===== config.mk =====
export PLATFORM = sky130hd
export DESIGN_NAME = bpwm_output_stage
export DESIGN_NICKNAME = d
export VERILOG_FILES = /design/src/hdl/bpwm_pkg.sv /design/src/hdl/bpwm_output_stage.sv
export SDC_FILE = /design/constraint.sdc
export NUM_CORES = 1
export LEC_CHECK = 0
export BUFFER_PORTS_ARGS = -buffer_cell sky130_fd_sc_hd__buf_2
export CORE_MARGIN = 4
export CORE_UTILIZATION = 50
export DETAILED_ROUTE_END_ITERATION = 8
export PLACE_DENSITY = 0.84
export SYNTH_ARGS = -nofsm -noshare
export SYNTH_HDL_FRONTEND = slang
export SYNTH_SLANG_ARGS = --single-unit

===== constraint.sdc =====
create_clock -name clk -period 2.3 [get_ports clk]
set_input_delay 0.115 -clock clk [delete_from_list [all_inputs] [get_ports clk]]
set_output_delay 0.115 -clock clk [all_outputs]
set_load 0.005 [all_outputs]

===== src/hdl/bpwm_pkg.sv =====
// constants shared by the bridge PWM output stage
package bpwm_pkg;
	// ****************************************
	// register byte offsets
	// ****************************************
	localparam logic [7:0] OFS_DUTY_HIGH = 8'h00;
	localparam logic [7:0] OFS_CONTROL   = 8'h04;
	localparam logic [7:0] OFS_PERIOD    = 8'h08;
	localparam logic [7:0] OFS_TIMER_CTL = 8'h0C;
	localparam logic [7:0] OFS_DEADBAND  = 8'h10;
	localparam logic [7:0] OFS_SHADOW    = 8'h14;
	localparam logic [7:0] OFS_TIMER     = 8'h18;
	// ****************************************
	// reset values
	// ****************************************
	localparam logic [7:0] RST_PERIOD    = 8'hFF;
	localparam logic [7:0] RST_ZERO8     = 8'h00;
	// ****************************************
	// fields
	// ****************************************
	localparam int         CTL_DIR_BIT   = 7;
	localparam int         CTL_FULL_BIT  = 6;
	localparam int         TMR_ON_BIT    = 2;
	localparam logic [1:0] MODE_PWM      = 2'h3;
	localparam logic [1:0] PS_DIV1       = 2'h0;
	localparam logic [1:0] PS_DIV4       = 2'h1;
	// output configuration field, upper bit is the direction
	localparam logic [1:0] CFG_SINGLE    = 2'h0;
	localparam logic [1:0] CFG_HALF      = 2'h2;
	localparam logic [1:0] CFG_FWD       = 2'h1;
	localparam logic [1:0] CFG_REV       = 2'h3;
	// ****************************************
	// timing: oscillator periods per instruction cycle
	// ****************************************
	localparam int         OSC_PER_INSTR = 4;
	localparam logic [5:0] LAST_DIV1     = 6'(OSC_PER_INSTR - 1);
	localparam logic [5:0] LAST_DIV4     = 6'(OSC_PER_INSTR * 4 - 1);
	localparam logic [5:0] LAST_DIV16    = 6'(OSC_PER_INSTR * 16 - 1);
endpackage


===== src/hdl/bpwm_output_stage.sv =====
// enhanced bridge PWM output stage with AHB-Lite register slave
//
// Decided for this implementation: the address map and the AHB-Lite slave port.
`timescale 1ns/100ps

// Behaviour
// [RULE1] duty is ten bits: high byte register plus control bits 5:4
// [RULE2] duty writes land anytime; shadow loads only at the period match
// [RULE3] duty shadow reads back but ignores software writes
// [RULE4] output clears when shadow and latch equal timer with fine phase bits
// [RULE5] duty longer than the period never clears the output
// [RULE6] period is four clocks times period plus one times prescale 1/4/16
// [RULE7] four output configurations from a two-bit field
// [RULE8] half-bridge drives waveform on A and its complement on B
// [RULE9] half-bridge delays going active by dead-band instruction cycles
// [RULE10] dead-band longer than active time keeps that output inactive
// [RULE11] software clears port direction bits for A and B pins
// [RULE12] forward holds A active modulating D; reverse holds C modulating B
// [RULE13] direction bit writable anytime, applied from the next cycle
// [RULE14] direction change swaps unmodulated outputs four times prescale early
// [RULE15] modulated B and D stay inactive from swap to new period
// [RULE16] full-bridge uses no dead-band delay
// [RULE17] software should lower duty one period before reversing near full
// [RULE18] config from control bits 7:6, mode and polarity from 3:0
// [RULE19] after timer equals period: clear timer, set output, load shadow
// [RULE20] low mode bits pick polarity for A/C pair and B/D pair
// [RULE21] dead-band delays only the inactive to active transition
// [RULE22] field codes: 00 single, 10 half, 01 forward, 11 reverse
module bpwm_output_stage
	import bpwm_pkg::*;
(
	// clock and reset
	input  wire logic        clk,
	input  wire logic        rst_n,
	// AHB-Lite slave
	input  wire logic        hsel,
	input  wire logic [31:0] haddr,
	input  wire logic [1:0]  htrans,
	input  wire logic        hwrite,
	input  wire logic [2:0]  hsize,
	input  wire logic [31:0] hwdata,
	input  wire logic        hready,
	output logic             hreadyout,
	output logic             hresp,
	output logic [31:0]      hrdata,
	// bridge driver outputs
	output logic             bridgeOutA,
	output logic             bridgeOutB,
	output logic             bridgeOutC,
	output logic             bridgeOutD
);
	// ****************************************
	// helpers
	// ****************************************
	function automatic logic [5:0] tickLast(input logic [1:0] ps);
		tickLast = (ps == PS_DIV1) ? LAST_DIV1 : (ps == PS_DIV4) ? LAST_DIV4 : LAST_DIV16;
	endfunction

	// two sub-timer bits that give duty steps of prescale times one oscillator period
	function automatic logic [1:0] fineBits(input logic [5:0] cnt, input logic [1:0] ps);
		fineBits = (ps == PS_DIV1) ? cnt[1:0] : (ps == PS_DIV4) ? cnt[3:2] : cnt[5:4];
	endfunction

	// ****************************************
	// state
	// ****************************************
	logic        hreadyout_r;
	logic [31:0] hrdata_r;
	logic        apWr_r;
	logic        rdPend_r;
	logic [7:0]  apAddr_r;
	logic [7:0]  dutyHigh_r;
	logic [7:0]  ctl_r;
	logic [7:0]  period_r;
	logic [2:0]  tmrCtl_r;
	logic [6:0]  dead_r;
	logic [5:0]  divCnt_r;
	logic [7:0]  tmr_r;
	logic [7:0]  shadow_r;
	logic [1:0]  latch_r;
	logic [1:0]  cfg_r;
	logic [1:0]  pol_r;
	logic        pwmMode_r;
	logic [6:0]  dbBuf_r;
	logic        pwmRaw_r;
	logic [8:0]  dlyA_r;
	logic [8:0]  dlyB_r;
	logic        outA_r;
	logic        outB_r;
	logic        outC_r;
	logic        outD_r;

	// ****************************************
	// bus decode
	// ****************************************
	wire        accept   = hsel && htrans[1] && hready;
	wire        wrDuty   = apWr_r && (apAddr_r == OFS_DUTY_HIGH);
	wire        wrCtl    = apWr_r && (apAddr_r == OFS_CONTROL);
	wire        wrPeriod = apWr_r && (apAddr_r == OFS_PERIOD);
	wire        wrTmrCtl = apWr_r && (apAddr_r == OFS_TIMER_CTL);
	wire        wrDead   = apWr_r && (apAddr_r == OFS_DEADBAND);
	// shadow is read only in every mode; no write strobe exists for it
	wire [7:0]  rdByte   =
		(apAddr_r == OFS_DUTY_HIGH) ? dutyHigh_r :
		(apAddr_r == OFS_CONTROL)   ? ctl_r :
		(apAddr_r == OFS_PERIOD)    ? period_r :
		(apAddr_r == OFS_TIMER_CTL) ? {5'h00, tmrCtl_r} :
		(apAddr_r == OFS_DEADBAND)  ? {1'b0, dead_r} :
		(apAddr_r == OFS_SHADOW)    ? shadow_r :          // RULE3
		(apAddr_r == OFS_TIMER)     ? tmr_r : RST_ZERO8;

	always_ff @(posedge clk) begin
		if (!rst_n) begin
			apWr_r      <= 1'b0;
			rdPend_r    <= 1'b0;
			apAddr_r    <= RST_ZERO8;
			hreadyout_r <= 1'b1;
			hrdata_r    <= 32'h0000_0000;
		end else begin
			apWr_r   <= accept && hwrite;
			rdPend_r <= accept && !hwrite;
			if (accept)
				apAddr_r <= haddr[7:0];
			// reads take one wait state so a write just before is seen
			hreadyout_r <= !(accept && !hwrite);
			if (rdPend_r)
				hrdata_r <= {24'h000000, rdByte};
		end
	end

	always_ff @(posedge clk) begin
		if (!rst_n) begin
			dutyHigh_r <= RST_ZERO8;
			ctl_r      <= RST_ZERO8;
			period_r   <= RST_PERIOD;
			tmrCtl_r   <= 3'h0;
			dead_r     <= 7'h00;
		end else begin
			if (wrDuty)
				dutyHigh_r <= hwdata[7:0];                // RULE1 RULE2
			if (wrCtl)
				ctl_r <= hwdata[7:0];                     // RULE13
			if (wrPeriod)
				period_r <= hwdata[7:0];
			if (wrTmrCtl)
				tmrCtl_r <= hwdata[2:0];
			if (wrDead)
				dead_r <= hwdata[6:0];
		end
	end

	// ****************************************
	// period timer and duty compare
	// ****************************************
	wire        tmrOn      = tmrCtl_r[TMR_ON_BIT];
	wire [1:0]  ps         = tmrCtl_r[1:0];
	wire        tick       = tmrOn && (divCnt_r >= tickLast(ps));        // RULE6
	wire        atPeriod   = (tmr_r == period_r);
	wire        periodStart = tick && atPeriod;                          // RULE19
	wire [9:0]  dutyNew    = {dutyHigh_r, ctl_r[5:4]};                   // RULE1
	// equality only: a duty beyond the period end never matches
	wire        dutyMatch  =
		({tmr_r, fineBits(divCnt_r, ps)} == {shadow_r, latch_r});       // RULE4 RULE5
	wire        clearHit   = pwmRaw_r && dutyMatch;
	// drive drops in the matching step itself, else every pulse is one clock too long
	wire        pwmLive    = pwmRaw_r && !dutyMatch;                    // RULE4
	wire        overBuf    = {shadow_r, latch_r} > {period_r, 2'h3};

	always_ff @(posedge clk) begin
		if (!rst_n) begin
			divCnt_r  <= 6'h00;
			tmr_r     <= RST_ZERO8;
			shadow_r  <= RST_ZERO8;
			latch_r   <= 2'h0;
			cfg_r     <= CFG_SINGLE;
			pol_r     <= 2'h0;
			pwmMode_r <= 1'b0;
			dbBuf_r   <= 7'h00;
			pwmRaw_r  <= 1'b0;
		end else begin
			divCnt_r <= (!tmrOn || tick) ? 6'h00 : divCnt_r + 6'h01;
			if (periodStart)
				tmr_r <= RST_ZERO8;                           // RULE19
			else if (tick)
				tmr_r <= tmr_r + 8'h01;
			if (periodStart) begin
				shadow_r  <= dutyHigh_r;                      // RULE2 RULE19
				latch_r   <= ctl_r[5:4];
				cfg_r     <= ctl_r[7:6];                      // RULE13 RULE18
				pol_r     <= ctl_r[1:0];                      // RULE20
				pwmMode_r <= (ctl_r[3:2] == MODE_PWM);        // RULE18
				pwmRaw_r  <= (dutyNew != 10'h000);            // RULE19
			end else if (clearHit)
				pwmRaw_r <= 1'b0;                             // RULE4
			// delay count follows at whichever boundary comes first
			if (periodStart || clearHit)
				dbBuf_r <= dead_r;
		end
	end

	// ****************************************
	// dead-band: count clocks of a rising target only
	// ****************************************
	wire [8:0]  dlyTarget = {dbBuf_r, 2'h0};                          // RULE9
	wire        aHalf     = pwmLive && (dlyA_r == dlyTarget);         // RULE21
	wire        bHalf     = !pwmLive && (dlyB_r == dlyTarget);

	always_ff @(posedge clk) begin
		if (!rst_n) begin
			dlyA_r <= 9'h000;
			dlyB_r <= 9'h000;
		end else begin
			// falling target restarts the count, so a short pulse never shows
			dlyA_r <= !pwmLive ? 9'h000 :
				(dlyA_r < dlyTarget) ? dlyA_r + 9'h001 : dlyA_r;     // RULE10
			dlyB_r <= pwmLive ? 9'h000 :
				(dlyB_r < dlyTarget) ? dlyB_r + 9'h001 : dlyB_r;     // RULE10
		end
	end

	// ****************************************
	// output steering
	// ****************************************
	wire        newRev   = ctl_r[CTL_DIR_BIT];
	// pending reversal only while both old and new settings are full-bridge
	wire        dirPend  = cfg_r[0] && ctl_r[CTL_FULL_BIT] &&
		(newRev != cfg_r[1]);                                          // RULE13 RULE22
	wire        swapSlot = pwmMode_r && dirPend && atPeriod;           // RULE14
	wire        isHalf   = (cfg_r == CFG_HALF);                        // RULE7 RULE22
	wire        isFwd    = (cfg_r == CFG_FWD);
	wire        isRev    = (cfg_r == CFG_REV);
	wire        nA = pwmMode_r && (swapSlot ? !newRev :
		isFwd ? 1'b1 : isHalf ? aHalf : isRev ? 1'b0 : pwmLive);       // RULE8 RULE12
	wire        nB = pwmMode_r && !swapSlot &&
		(isHalf ? bHalf : isRev ? pwmLive : 1'b0);                     // RULE8 RULE15
	wire        nC = pwmMode_r && (swapSlot ? newRev : isRev);         // RULE12 RULE14
	wire        nD = pwmMode_r && !swapSlot && isFwd && pwmLive;       // RULE15 RULE16

	always_ff @(posedge clk) begin
		if (!rst_n) begin
			outA_r <= 1'b0;
			outB_r <= 1'b0;
			outC_r <= 1'b0;
			outD_r <= 1'b0;
		end else begin
			outA_r <= nA ^ pol_r[1];                          // RULE20
			outB_r <= nB ^ pol_r[0];
			outC_r <= nC ^ pol_r[1];
			outD_r <= nD ^ pol_r[0];
		end
	end

	assign hreadyout  = hreadyout_r;
	assign hresp      = 1'b0;
	assign hrdata     = hrdata_r;
	assign bridgeOutA = outA_r;
	assign bridgeOutB = outB_r;
	assign bridgeOutC = outC_r;
	assign bridgeOutD = outD_r;
endmodule // bpwm_output_stage


==> impl_metrics.py, run 1 <==
metrics = {
    "outcome": {
        "status": "complete, but fails checks",
        "violations": "hold timing",
    },
    "logic_synthesis": {
        "yosys.area_share.simple": 0.234,
        "synth_edf_count": 0,
        "synth.ff_latch_count": 112,
        "synth_top_family_by_area": "simple AND/OR/NAND/NOR gates",
        "synth-async-reset-ratio": 0,
        "synth_compound_area_frac": 0.167,
        "synth_xor_xnor_area_share": 0.0488,
        "netlist_area_sq_um": 5920,
        "synth_fa_ha_area_frac": 0.0507,
        "syn_inst": 727,
        "yosysWarnings": 0,
        "synth_cell_types": 61,
        "syn_avg_cell_area_sq_um": 8.15,
        "synthMuxAreaShare": 0.0473,
        "synthFlopType": "dfxtp_1",
        "ys_seq_area_frac": 0.379,
    },
    "pwr": {
        "switching_share": 0.221,
        "combPwrFrac": 0.056,
        "p_clk_frac": 0.440,
        "p_int_mw": 3.02,
        "p_leak_nw": 2.65,
        "p_per_area_nw_per_um2": 581,
        "ir_drop_uv": 391,
        "power.share.sequential": 0.504,
        "p_switching_mw": 0.858,
    },
    "worst_setup_path": {
        "path_class": "flop to flop",
        "rr_endpoint": "bridgeOutA",
        "startpoint_type": "flop",
        "critPathCaptureType": "flop",
        "cpMostUsedCell": "nand3_1",
        "cp_data_required_time_ns": 2.53,
        "crit_chain": "inv_1, ha_1, nand3_1, o41ai_1, o21ai_0, a32oi_1, nand3_1",
        "crit_family": "compound AO/OA/AOI/OAI gates",
        "r2r_cells": 7,
        "crit_fanout": 2,
        "reg2reg_slack_ns": 0.10,
        "critical-path-max-stage-delay_ns": 0.54,
        "slowest_stage": "o41ai_1",
        "reg2reg_from": "dbBuf_r[6]",
        "cp.arrival_ns": 2.43,
        "crit_buf_inv": 1,
    },
    "floorplan": {
        "num_rows": 39,
        "io_pins": 112,
        "fp.dieArea_sq_um": 13700,
        "core_region_area_sq_um": 11500,
        "die_height_microns": 117,
        "start_util": 0.514,
        "die_w_microns": 117,
    },
    "placed_design": {
        "gp_congestion": 0.972,
        "placed_area_sq_um": 6290,
        "numPortBuffers": 34,
        "hpwl_mm": 10.7,
        "dpl_worst_slack_ns": 0.0441,
    },
    "global_route": {
        "grt_pass1_wl_mm": 24.1,
        "grt-ovfl-total": 0,
        "antenna_found_initial": 0,
        "grt_pass1_vias": 5033,
        "grt_max_degree": 29,
        "grt_use_total": 0.221,
    },
    "finish": {
        "fin_area_sq_um": 6680,
        "layout.nets": 869,
        "final_cell_mix": "dfxtp_1 (110), nand2_1 (97), a21oi_1 (68)",
        "seq_area_sq_um": 2240,
        "fin_util": 0.580,
        "area_growth_pct": 12.7,
        "multi_input_area_sq_um": 3380,
        "fill_cells": 1041,
        "final_common_cell": "dfxtp_1",
        "drive_above_1_share": 0.135,
        "diodes": 0,
    },
    "timing": {
        "slew_viol_final": 0,
        "setup_violations": 0,
        "hold_viol": 1,
        "final.setup.tns_ns": 0,
        "tightest_slew_ns": 0.522,
        "fmax_mhz": 455,
        "clock_skew_ns": 0.00908,
        "fin_ws_ns": 0.104,
        "maxSlewHeadroom": 0.648,
        "post-route-period-util": 0.955,
        "rsz0062_at_grt": "false",
        "timing.final.crit_period_ns": 2.20,
        "whs_ns": -0.00172,
    },
    "routing": {
        "wl_mm": 14.7,
        "routed_via_density": 5.80,
        "vias": 5328,
        "dr.pass1.iters": 7,
        "drc_errors": 0,
        "ant_nets": 0,
        "routedWlPerCell_microns": 16.0,
        "drt-initial-drc-count": 534,
    },
    "run": {
        "maxCapViolations": 0,
    },
    "clocking": {
        "clock-root-buffer": "clkbuf_16",
        "cts.sinks": 112,
        "cts_buffer_depth": 2,
        "worstSkewPairLatency_ns": 0.35,
        "cts_tree": "built",
        "numCtsBuffers": 9,
        "clkTransAtPathRegs_ns": 0.07,
        "htree_levels": 3,
    },
    "hold_path": {
        "holdPathEnd": "apAddr_r[7]",
        "min_from": "haddr[7]",
        "whs_path_depth": 3,
        "min-delay-path-class": "input port to flop",
    },
}
[synthesized netlist by cell type, types with 12 or more instances]
cell        n  area, sq um
a21oi_1    70          350
buf_4      26          195
clkbuf_1   27          101
dfxtp_1   112         2240
ha_1       24          300
inv_1      24         90.1
mux2i_1    28          280
nand2_1    97          364
nand3_1    44          220
nor2_1     60          225
o21ai_0    28          140
xnor2_1    12          105
xor2_1     21          184
[how the worst max path moves through the flow]
| stage | startpoint | end | slack, ns | depth (start not counted) |
|---|---|---|---|---|
| global placement | dbBuf_r[1] | dlyA_r[1] | 0.1 | 8 |
| floorplan | dbBuf_r[2] | dlyB_r[5] | 0.15 | 8 |
| CTS | tmrCtl_r[0] | tmr_r[4] | 0.1 | 8 |
| global route | tmrCtl_r[0] | tmr_r[4] | 0.02 | 8 |
| finish | dbBuf_r[6] | bridgeOutA | 0.10 | 7 |
| detailed placement | dbBuf_r[1] | dlyA_r[1] | 0.04 | 8 |
[cell type report]
class | count | share of cell area
flip-flops and latches | 112 | 0.336
clock buffers | 10 | 0.0358
repair buffers | 70 | 0.0686
multi-input cells | 554 | 0.506
inverters | 24 | 0.0135
well taps | 143 | 0.0268
clock inverters | 6 | 0.0135
[stage by stage]
stage / hold slack (ns) / power (mW) / instances
after CTS: 0.000886 / 3.89 / 919
after global routing: 0.00110 / 4.01 / 919
after floorplan: 0.207 / 2.16 / 751
after detailed placement: 0.334 / 2.21 / 901
after global placement: 0.337 / 2.21 / 901
final: -0.00172 / 3.88 / 919
[worst reg2reg max path, delay by kind of cell, from the launching register on]
kind	cells	cell delay, ns
AO/OA/AOI/OAI	3	1.08
adder cells (fa/ha/maj)	1	0.33
AND/OR/NAND/NOR	2	0.26
flip-flops	1	0.33
buffers and inverters	1	0.08
[logic make-up after synthesis]
logic type / after synthesis
flip-flops: 112
adder cells (fa/ha/maj): 24
AND/OR/NAND/NOR: 283
multiplexers: 28
AO/OA/AOI/OAI: 161
buffers and inverters: 85
other: 1
XOR/XNOR: 33
[sequential cells by signal, summed over array words and instances (netlist names), 2 cells and up]
register    cells
apAddr_r        8
tmr_r           8
dlyA_r          9
pol_r           2
ctl_r           8
dead_r          7
period_r        8
cfg_r           2
latch_r         2
tmrCtl_r        3
dutyHigh_r      8
shadow_r        8
divCnt_r        6
dbBuf_r         7
dlyB_r          9
hrdata          8
[power by group through the flow]
stage / Sequential, mW / Combinational (mW) / Clock [mW]
final: 1.96 / 0.216 / 1.71
after global routing: 1.96 / 0.237 / 1.81
after CTS: 1.96 / 0.211 / 1.72
after detailed placement: 2.00 / 0.207 / 0
after global placement: 2.00 / 0.206 / 0
after floorplan: 2.00 / 0.163 / 0
[per-layer routing]
layer | track usage | part of all wire
met1 | 0.286 | 0.43
met2 | 0.369 | 0.48
met3 | 0.0483 | 0.073
met4 | 0.0688 | 0.022
met5 | 0 | 0
[timing repair]
action	CTS	global route
buffers inserted	0	0
hold endpoints to repair	3	0
hold buffers	2	0
gates resized for setup	1	9
endpoints found under the setup margin	7	30
Power figures use the tool's default switching activity.
==> inputs of run 2 (changes only) <==
- CORE_ASPECT_RATIO: unset -> 0.9
- CORE_UTILIZATION: 50 -> 41
- PLACE_DENSITY: 0.84 -> 0.72
==> run 2 against run 1 <==
  * The run now ends clean
  * Sequential power hardly changed
  * Total power grew 4.3%
  * Flip-flop and latch count unchanged
  * Hold slack gained 0.016 ns
  * Critical path depth is the same
  * Die area increased by 20%
==> impl_metrics.py, run 2 (same netlist as run 1, synthesis figures left out) <==
metrics = {
    "pwr": {
        "p_per_area_nw_per_um2": 578,
        "p_int_mw": 3.12,
        "switching_share": 0.228,
        "power.share.sequential": 0.484,
        "p_leak_nw": 2.83,
        "combPwrFrac": 0.056,
        "ir_drop_uv": 404,
        "p_switching_mw": 0.922,
        "p_clk_frac": 0.460,
    },
    "worst_setup_path": {
        "cp.arrival_ns": 2.45,
        "reg2reg_slack_ns": 0.09,
        "startpoint_type": "flop",
        "cp_data_required_time_ns": 2.55,
        "critPathCaptureType": "flop",
        "crit_fanout": 7,
        "path_class": "flop to flop",
    },
    "global_route": {
        "grt-ovfl-total": 0,
        "grt_util_met2": 0.291,
        "grt_max_degree": 46,
        "grtUsageMet1": 0.280,
        "grt.busiest_layer": "met2",
        "grt_pass1_wl_mm": 25.4,
        "antenna_found_initial": 0,
        "grt_pass1_vias": 4974,
        "grt.met3_usage": 0.0524,
        "grt_use_total": 0.196,
    },
    "finish": {
        "final_common_cell": "dfxtp_1",
        "layout.nets": 899,
        "reg.largest.list": "dlyA_r (9), dlyB_r (9)",
        "fin_util": 0.496,
        "diodes": 0,
        "area_growth_pct": 18.2,
        "drive_above_1_share": 0.153,
        "final_cell_mix": "dfxtp_1 (112), nand2_1 (97), a21oi_1 (69)",
    },
    "floorplan": {
        "die_height_microns": 122,
        "core_region_area_sq_um": 14100,
        "start_util": 0.420,
        "io_pins": 112,
        "num_rows": 41,
        "die_w_microns": 135,
        "fp.dieArea_sq_um": 16400,
    },
    "timing": {
        "clock_skew_ns": 0.00944,
        "whs_ns": 0.0142,
        "fmax_mhz": 453,
        "rsz0062_at_grt": "true",
        "slew_viol_final": 0,
        "hold_viol": 0,
        "fin_ws_ns": 0.0937,
        "post-route-period-util": 0.959,
        "setup_violations": 0,
        "timing.final.crit_period_ns": 2.21,
    },
    "clocking": {
        "worstSkewPairLatency_ns": 0.36,
        "cts_tree": "built",
        "htree_levels": 3,
        "cts_buffer_depth": 2,
        "numCtsBuffers": 9,
        "cts.sinks": 112,
        "clock-root-buffer": "clkbuf_16",
        "clkTransAtPathRegs_ns": 0.08,
    },
    "placed_design": {
        "gp_congestion": 0.915,
        "numPortBuffers": 34,
        "dpl_worst_slack_ns": -0.0810,
        "hpwl_mm": 11.5,
    },
    "run": {
        "maxCapViolations": 0,
    },
    "outcome": {
        "status": "complete, no violations",
    },
    "routing": {
        "vias": 5440,
        "drt-initial-drc-count": 604,
        "ant_nets": 0,
        "routed_via_density": 5.45,
        "dr.pass1.iters": 6,
        "wl_mm": 15.6,
        "drc_errors": 0,
        "routedWlPerCell_microns": 15.6,
    },
    "hold_path": {
        "min-delay-path-class": "input port to flop",
    },
}
## run 2: metrics by stage
stage / setup TNS, ns / power, mW / instances / area [sq um]
6_report: 0 / 4.05 / 999 / 7000
3_5_place_dp: -0.357 / 2.22 / 973 / 6540
3_3_place_gp: -0.0157 / 2.22 / 973 / 6540
5_1_grt: -0.238 / 4.18 / 999 / 7000
2_1_floorplan: 0 / 2.16 / 751 / 6010
4_1_cts: 0 / 4.07 / 996 / 6970
## run 2: power groups by stage
stage	Combinational (mW)	Clock [mW]	Sequential [mW]
6_report	0.228	1.86	1.96
5_1_grt	0.252	1.97	1.96
4_1_cts	0.224	1.89	1.96
3_5_place_dp	0.213	0	2.00
3_3_place_gp	0.213	0	2.00
2_1_floorplan	0.163	0	2.00
## run 2: metal layers
| metal | share of wire | wire length, microns | vias to the layer above |
|---|---|---|---|
| met5 | 0 | 0 | - |
| met4 | 0.019 | 289 | 0 |
| met2 | 0.42 | 6610 | 218 |
| li1 | - | - | 2670 |
| met3 | 0.085 | 1320 | 35 |
| met1 | 0.47 | 7340 | 2517 |
## run 2: worst paths after layout
kind	start	end	cells after the start
min	haddr[1]	apAddr_r[1]	3
min reg2reg	dbBuf_r[1]	dbBuf_r[1]	2
max	tmr_r[6]	dbBuf_r[6]	7
max reg2reg	tmr_r[6]	dbBuf_r[6]	7
## run 2: final cells by class
cell class                 count  area, sq um
tap                          193          241
clock buffer                  10          229
clock inverter                 6          126
timing repair buffer         100          721
inverter                      24         90.1
multi-input combinational    554         3350
sequential                   112         2240
fill                        1349         7110
## run 2: repair_timing
item	in CTS	in global routing
setup endpoints to repair	13	28
buffers inserted	0	3
hold endpoints to repair	8	0
resized for setup	1	4
pin swaps	0	2
hold buffers	7	0
## run 2: worst max-delay path, stage by stage (launching register included)
cell,delay (ns)
dfxtp_1,0.35
buf_4,0.17
xor2_1,0.14
nor4_1,0.35
nand2_1,0.21
or4b_1,0.68
nand3_1,0.14
a21oi_1,0.07
==> inputs of run 3 (changes only) <==
- PLACE_DENSITY: 0.72 -> 0.7
- clock period: 2.3 -> 2.4 ns (I/O delays scaled with it)
==> run 3 against run 2 <==
  * Non-clock buffer count fell by 35
  * Critical path depth rose by 1
  * First-iteration DRC count fell by 21%
  * Wire length fell by 6.9%
  * Via count fell by 4.3%
  * Clock skew barely moved
  * Total power fell by 13%
  * Combinational power fell by 11%
  * Final area fell by 5.2%
  * Fmax fell by 1.6%
  * Hold slack got worse by 0.0064 ns
==> impl_metrics.py, run 3 (same netlist as run 1, synthesis figures left out) <==
metrics = {
    "timing": {
        "maxSlewHeadroom": 0.588,
        "post-route-period-util": 0.934,
        "rsz0062_at_grt": "false",
        "final.setup.tns_ns": 0,
        "tightest_slew_ns": 0.619,
        "fmax_mhz": 446,
        "hold_viol": 0,
        "clock_skew_ns": 0.00895,
        "timing.final.crit_period_ns": 2.24,
        "slew_viol_final": 0,
        "setup_violations": 0,
    },
    "floorplan": {
        "num_rows": 41,
        "core_region_area_sq_um": 14100,
        "start_util": 0.420,
        "die_height_microns": 122,
        "io_pins": 112,
        "fp.dieArea_sq_um": 16400,
        "die_w_microns": 135,
    },
    "global_route": {
        "grt-ovfl-total": 0,
        "grt_max_degree": 67,
        "grt_use_total": 0.179,
        "grt_pass1_wl_mm": 23.6,
        "grt_pass1_vias": 4628,
        "antenna_found_initial": 0,
    },
    "finish": {
        "drive_above_1_share": 0.115,
        "area_growth_pct": 12.1,
        "final_cell_mix": "dfxtp_1 (111), nand2_1 (97), a21oi_1 (68)",
        "reg.largest.list": "dlyA_r (9), dlyB_r (9)",
        "final_common_cell": "dfxtp_1",
        "fin_util": 0.471,
        "fill_cells": 1392,
        "layout.nets": 864,
        "diodes": 0,
    },
    "pwr": {
        "p_per_area_nw_per_um2": 530,
        "power_mw": 3.52,
        "p_leak_nw": 2.59,
        "ir_drop_uv": 498,
    },
    "worst_setup_path": {
        "startpoint_type": "flop",
        "crit_fanout": 5,
        "reg2reg_from": "tmrCtl_r[0]",
        "r2r_cells": 8,
        "critPathCaptureType": "flop",
        "reg2reg_slack_ns": 0.16,
        "rr_endpoint": "tmr_r[4]",
        "cp_data_required_time_ns": 2.69,
        "path_class": "flop to flop",
        "cp.arrival_ns": 2.53,
    },
    "clocking": {
        "cts_buffer_depth": 2,
        "htree_levels": 3,
        "cts_setup_buffers": 0,
        "worstSkewPairLatency_ns": 0.36,
        "numCtsBuffers": 9,
        "clkTransAtPathRegs_ns": 0.07,
        "cts.sinks": 112,
        "cts_tree": "built",
        "clock-root-buffer": "clkbuf_16",
    },
    "routing": {
        "drc_errors": 0,
        "wl_mm": 14.5,
        "routedWlPerCell_microns": 15.0,
        "vias": 5204,
        "ant_nets": 0,
        "routed_via_density": 5.40,
        "drt-initial-drc-count": 475,
        "dr.pass1.iters": 5,
    },
    "placed_design": {
        "gp_congestion": 0.966,
        "numPortBuffers": 34,
        "hpwl_mm": 10.7,
    },
    "outcome": {
        "status": "complete, no violations",
    },
    "hold_path": {
        "min_from": "haddr[4]",
        "min-delay-path-class": "input port to flop",
        "whs_path_depth": 3,
        "holdPathEnd": "apAddr_r[4]",
    },
    "run": {
        "maxCapViolations": 0,
    },
}
-- run 3: cell types whose count changed in the layout (fill, tap and decap cells not counted), sizes merged --
cell	before	now
buf	93	57
clkinv	1	5
bufinv	3	0
clkbuf	10	9
clkinvlp	0	1
dlygate4sd3	7	8
inv	26	25
-- run 3: per-stage QoR --
stage	hold slack [ns]	setup WS, ns	instance area [sq um]	instances
2_1_floorplan	0.212	0.245	6010	751
3_3_place_gp	0.327	0.180	6270	940
3_5_place_dp	0.320	0.159	6270	940
4_1_cts	0.00399	0.135	6630	964
5_1_grt	0.0163	0.0106	6640	964
6_report	0.00772	0.158	6640	964
-- run 3: worst max-delay path by stage --
stage / to / startpoint / cells after the start
after detailed placement: dlyA_r[1] / dbBuf_r[1] / 8
after CTS: dlyA_r[1] / dbBuf_r[1] / 8
after floorplan: dlyB_r[5] / dbBuf_r[2] / 8
final: tmr_r[4] / tmrCtl_r[0] / 8
after global placement: tmr_r[4] / tmrCtl_r[1] / 8
after global routing: tmr_r[4] / tmrCtl_r[0] / 8
-- run 3: layer usage --
layer  up-vias  share of wire  GRT usage
met4         0          0.015     0.0515
met3        19          0.060     0.0351
li1       2599              -          -
met5         -              0          0
met2       147           0.43      0.267
met1      2439           0.50      0.262
-- run 3: worst max-delay path, stage by stage, from the launching register on --
cell and delay (ns):
dfxtp_1 0.45, nor2_1 0.10, ha_1 0.29, a21o_1 0.14, a21oi_2 0.08, o21ai_1 0.23
nand3_1 0.23, or3b_2 0.51, a21oi_1 0.14
-- run 3: power breakdown --
part | switching [mW] | total, mW | internal (mW)
Combinational | 0.125 | 0.203 | 0.0784
Clock | 0.723 | 1.44 | 0.717
Sequential | 0.0115 | 1.88 | 1.87
Total | 0.859 | 3.52 | 2.66
-- run 3: what timing repair did --
item / CTS / global route
hold endpoints to repair: 9 / 0
resized for setup: 0 / 3
setup endpoints to repair: 0 / 12
hold buffers: 8 / 0
-- run 3: cell type report --
| type | count | area, sq um | share of cell area |
|---|---|---|---|
| clock inverter | 7 | 58.8 | 0.00886 |
| sequential | 112 | 2240 | 0.338 |
| timing repair buffer | 65 | 435 | 0.0656 |
| multi-input combinational | 554 | 3350 | 0.504 |
| inverter | 24 | 90.1 | 0.0136 |
| tap | 193 | 241 | 0.0364 |
| clock buffer | 9 | 225 | 0.0339 |
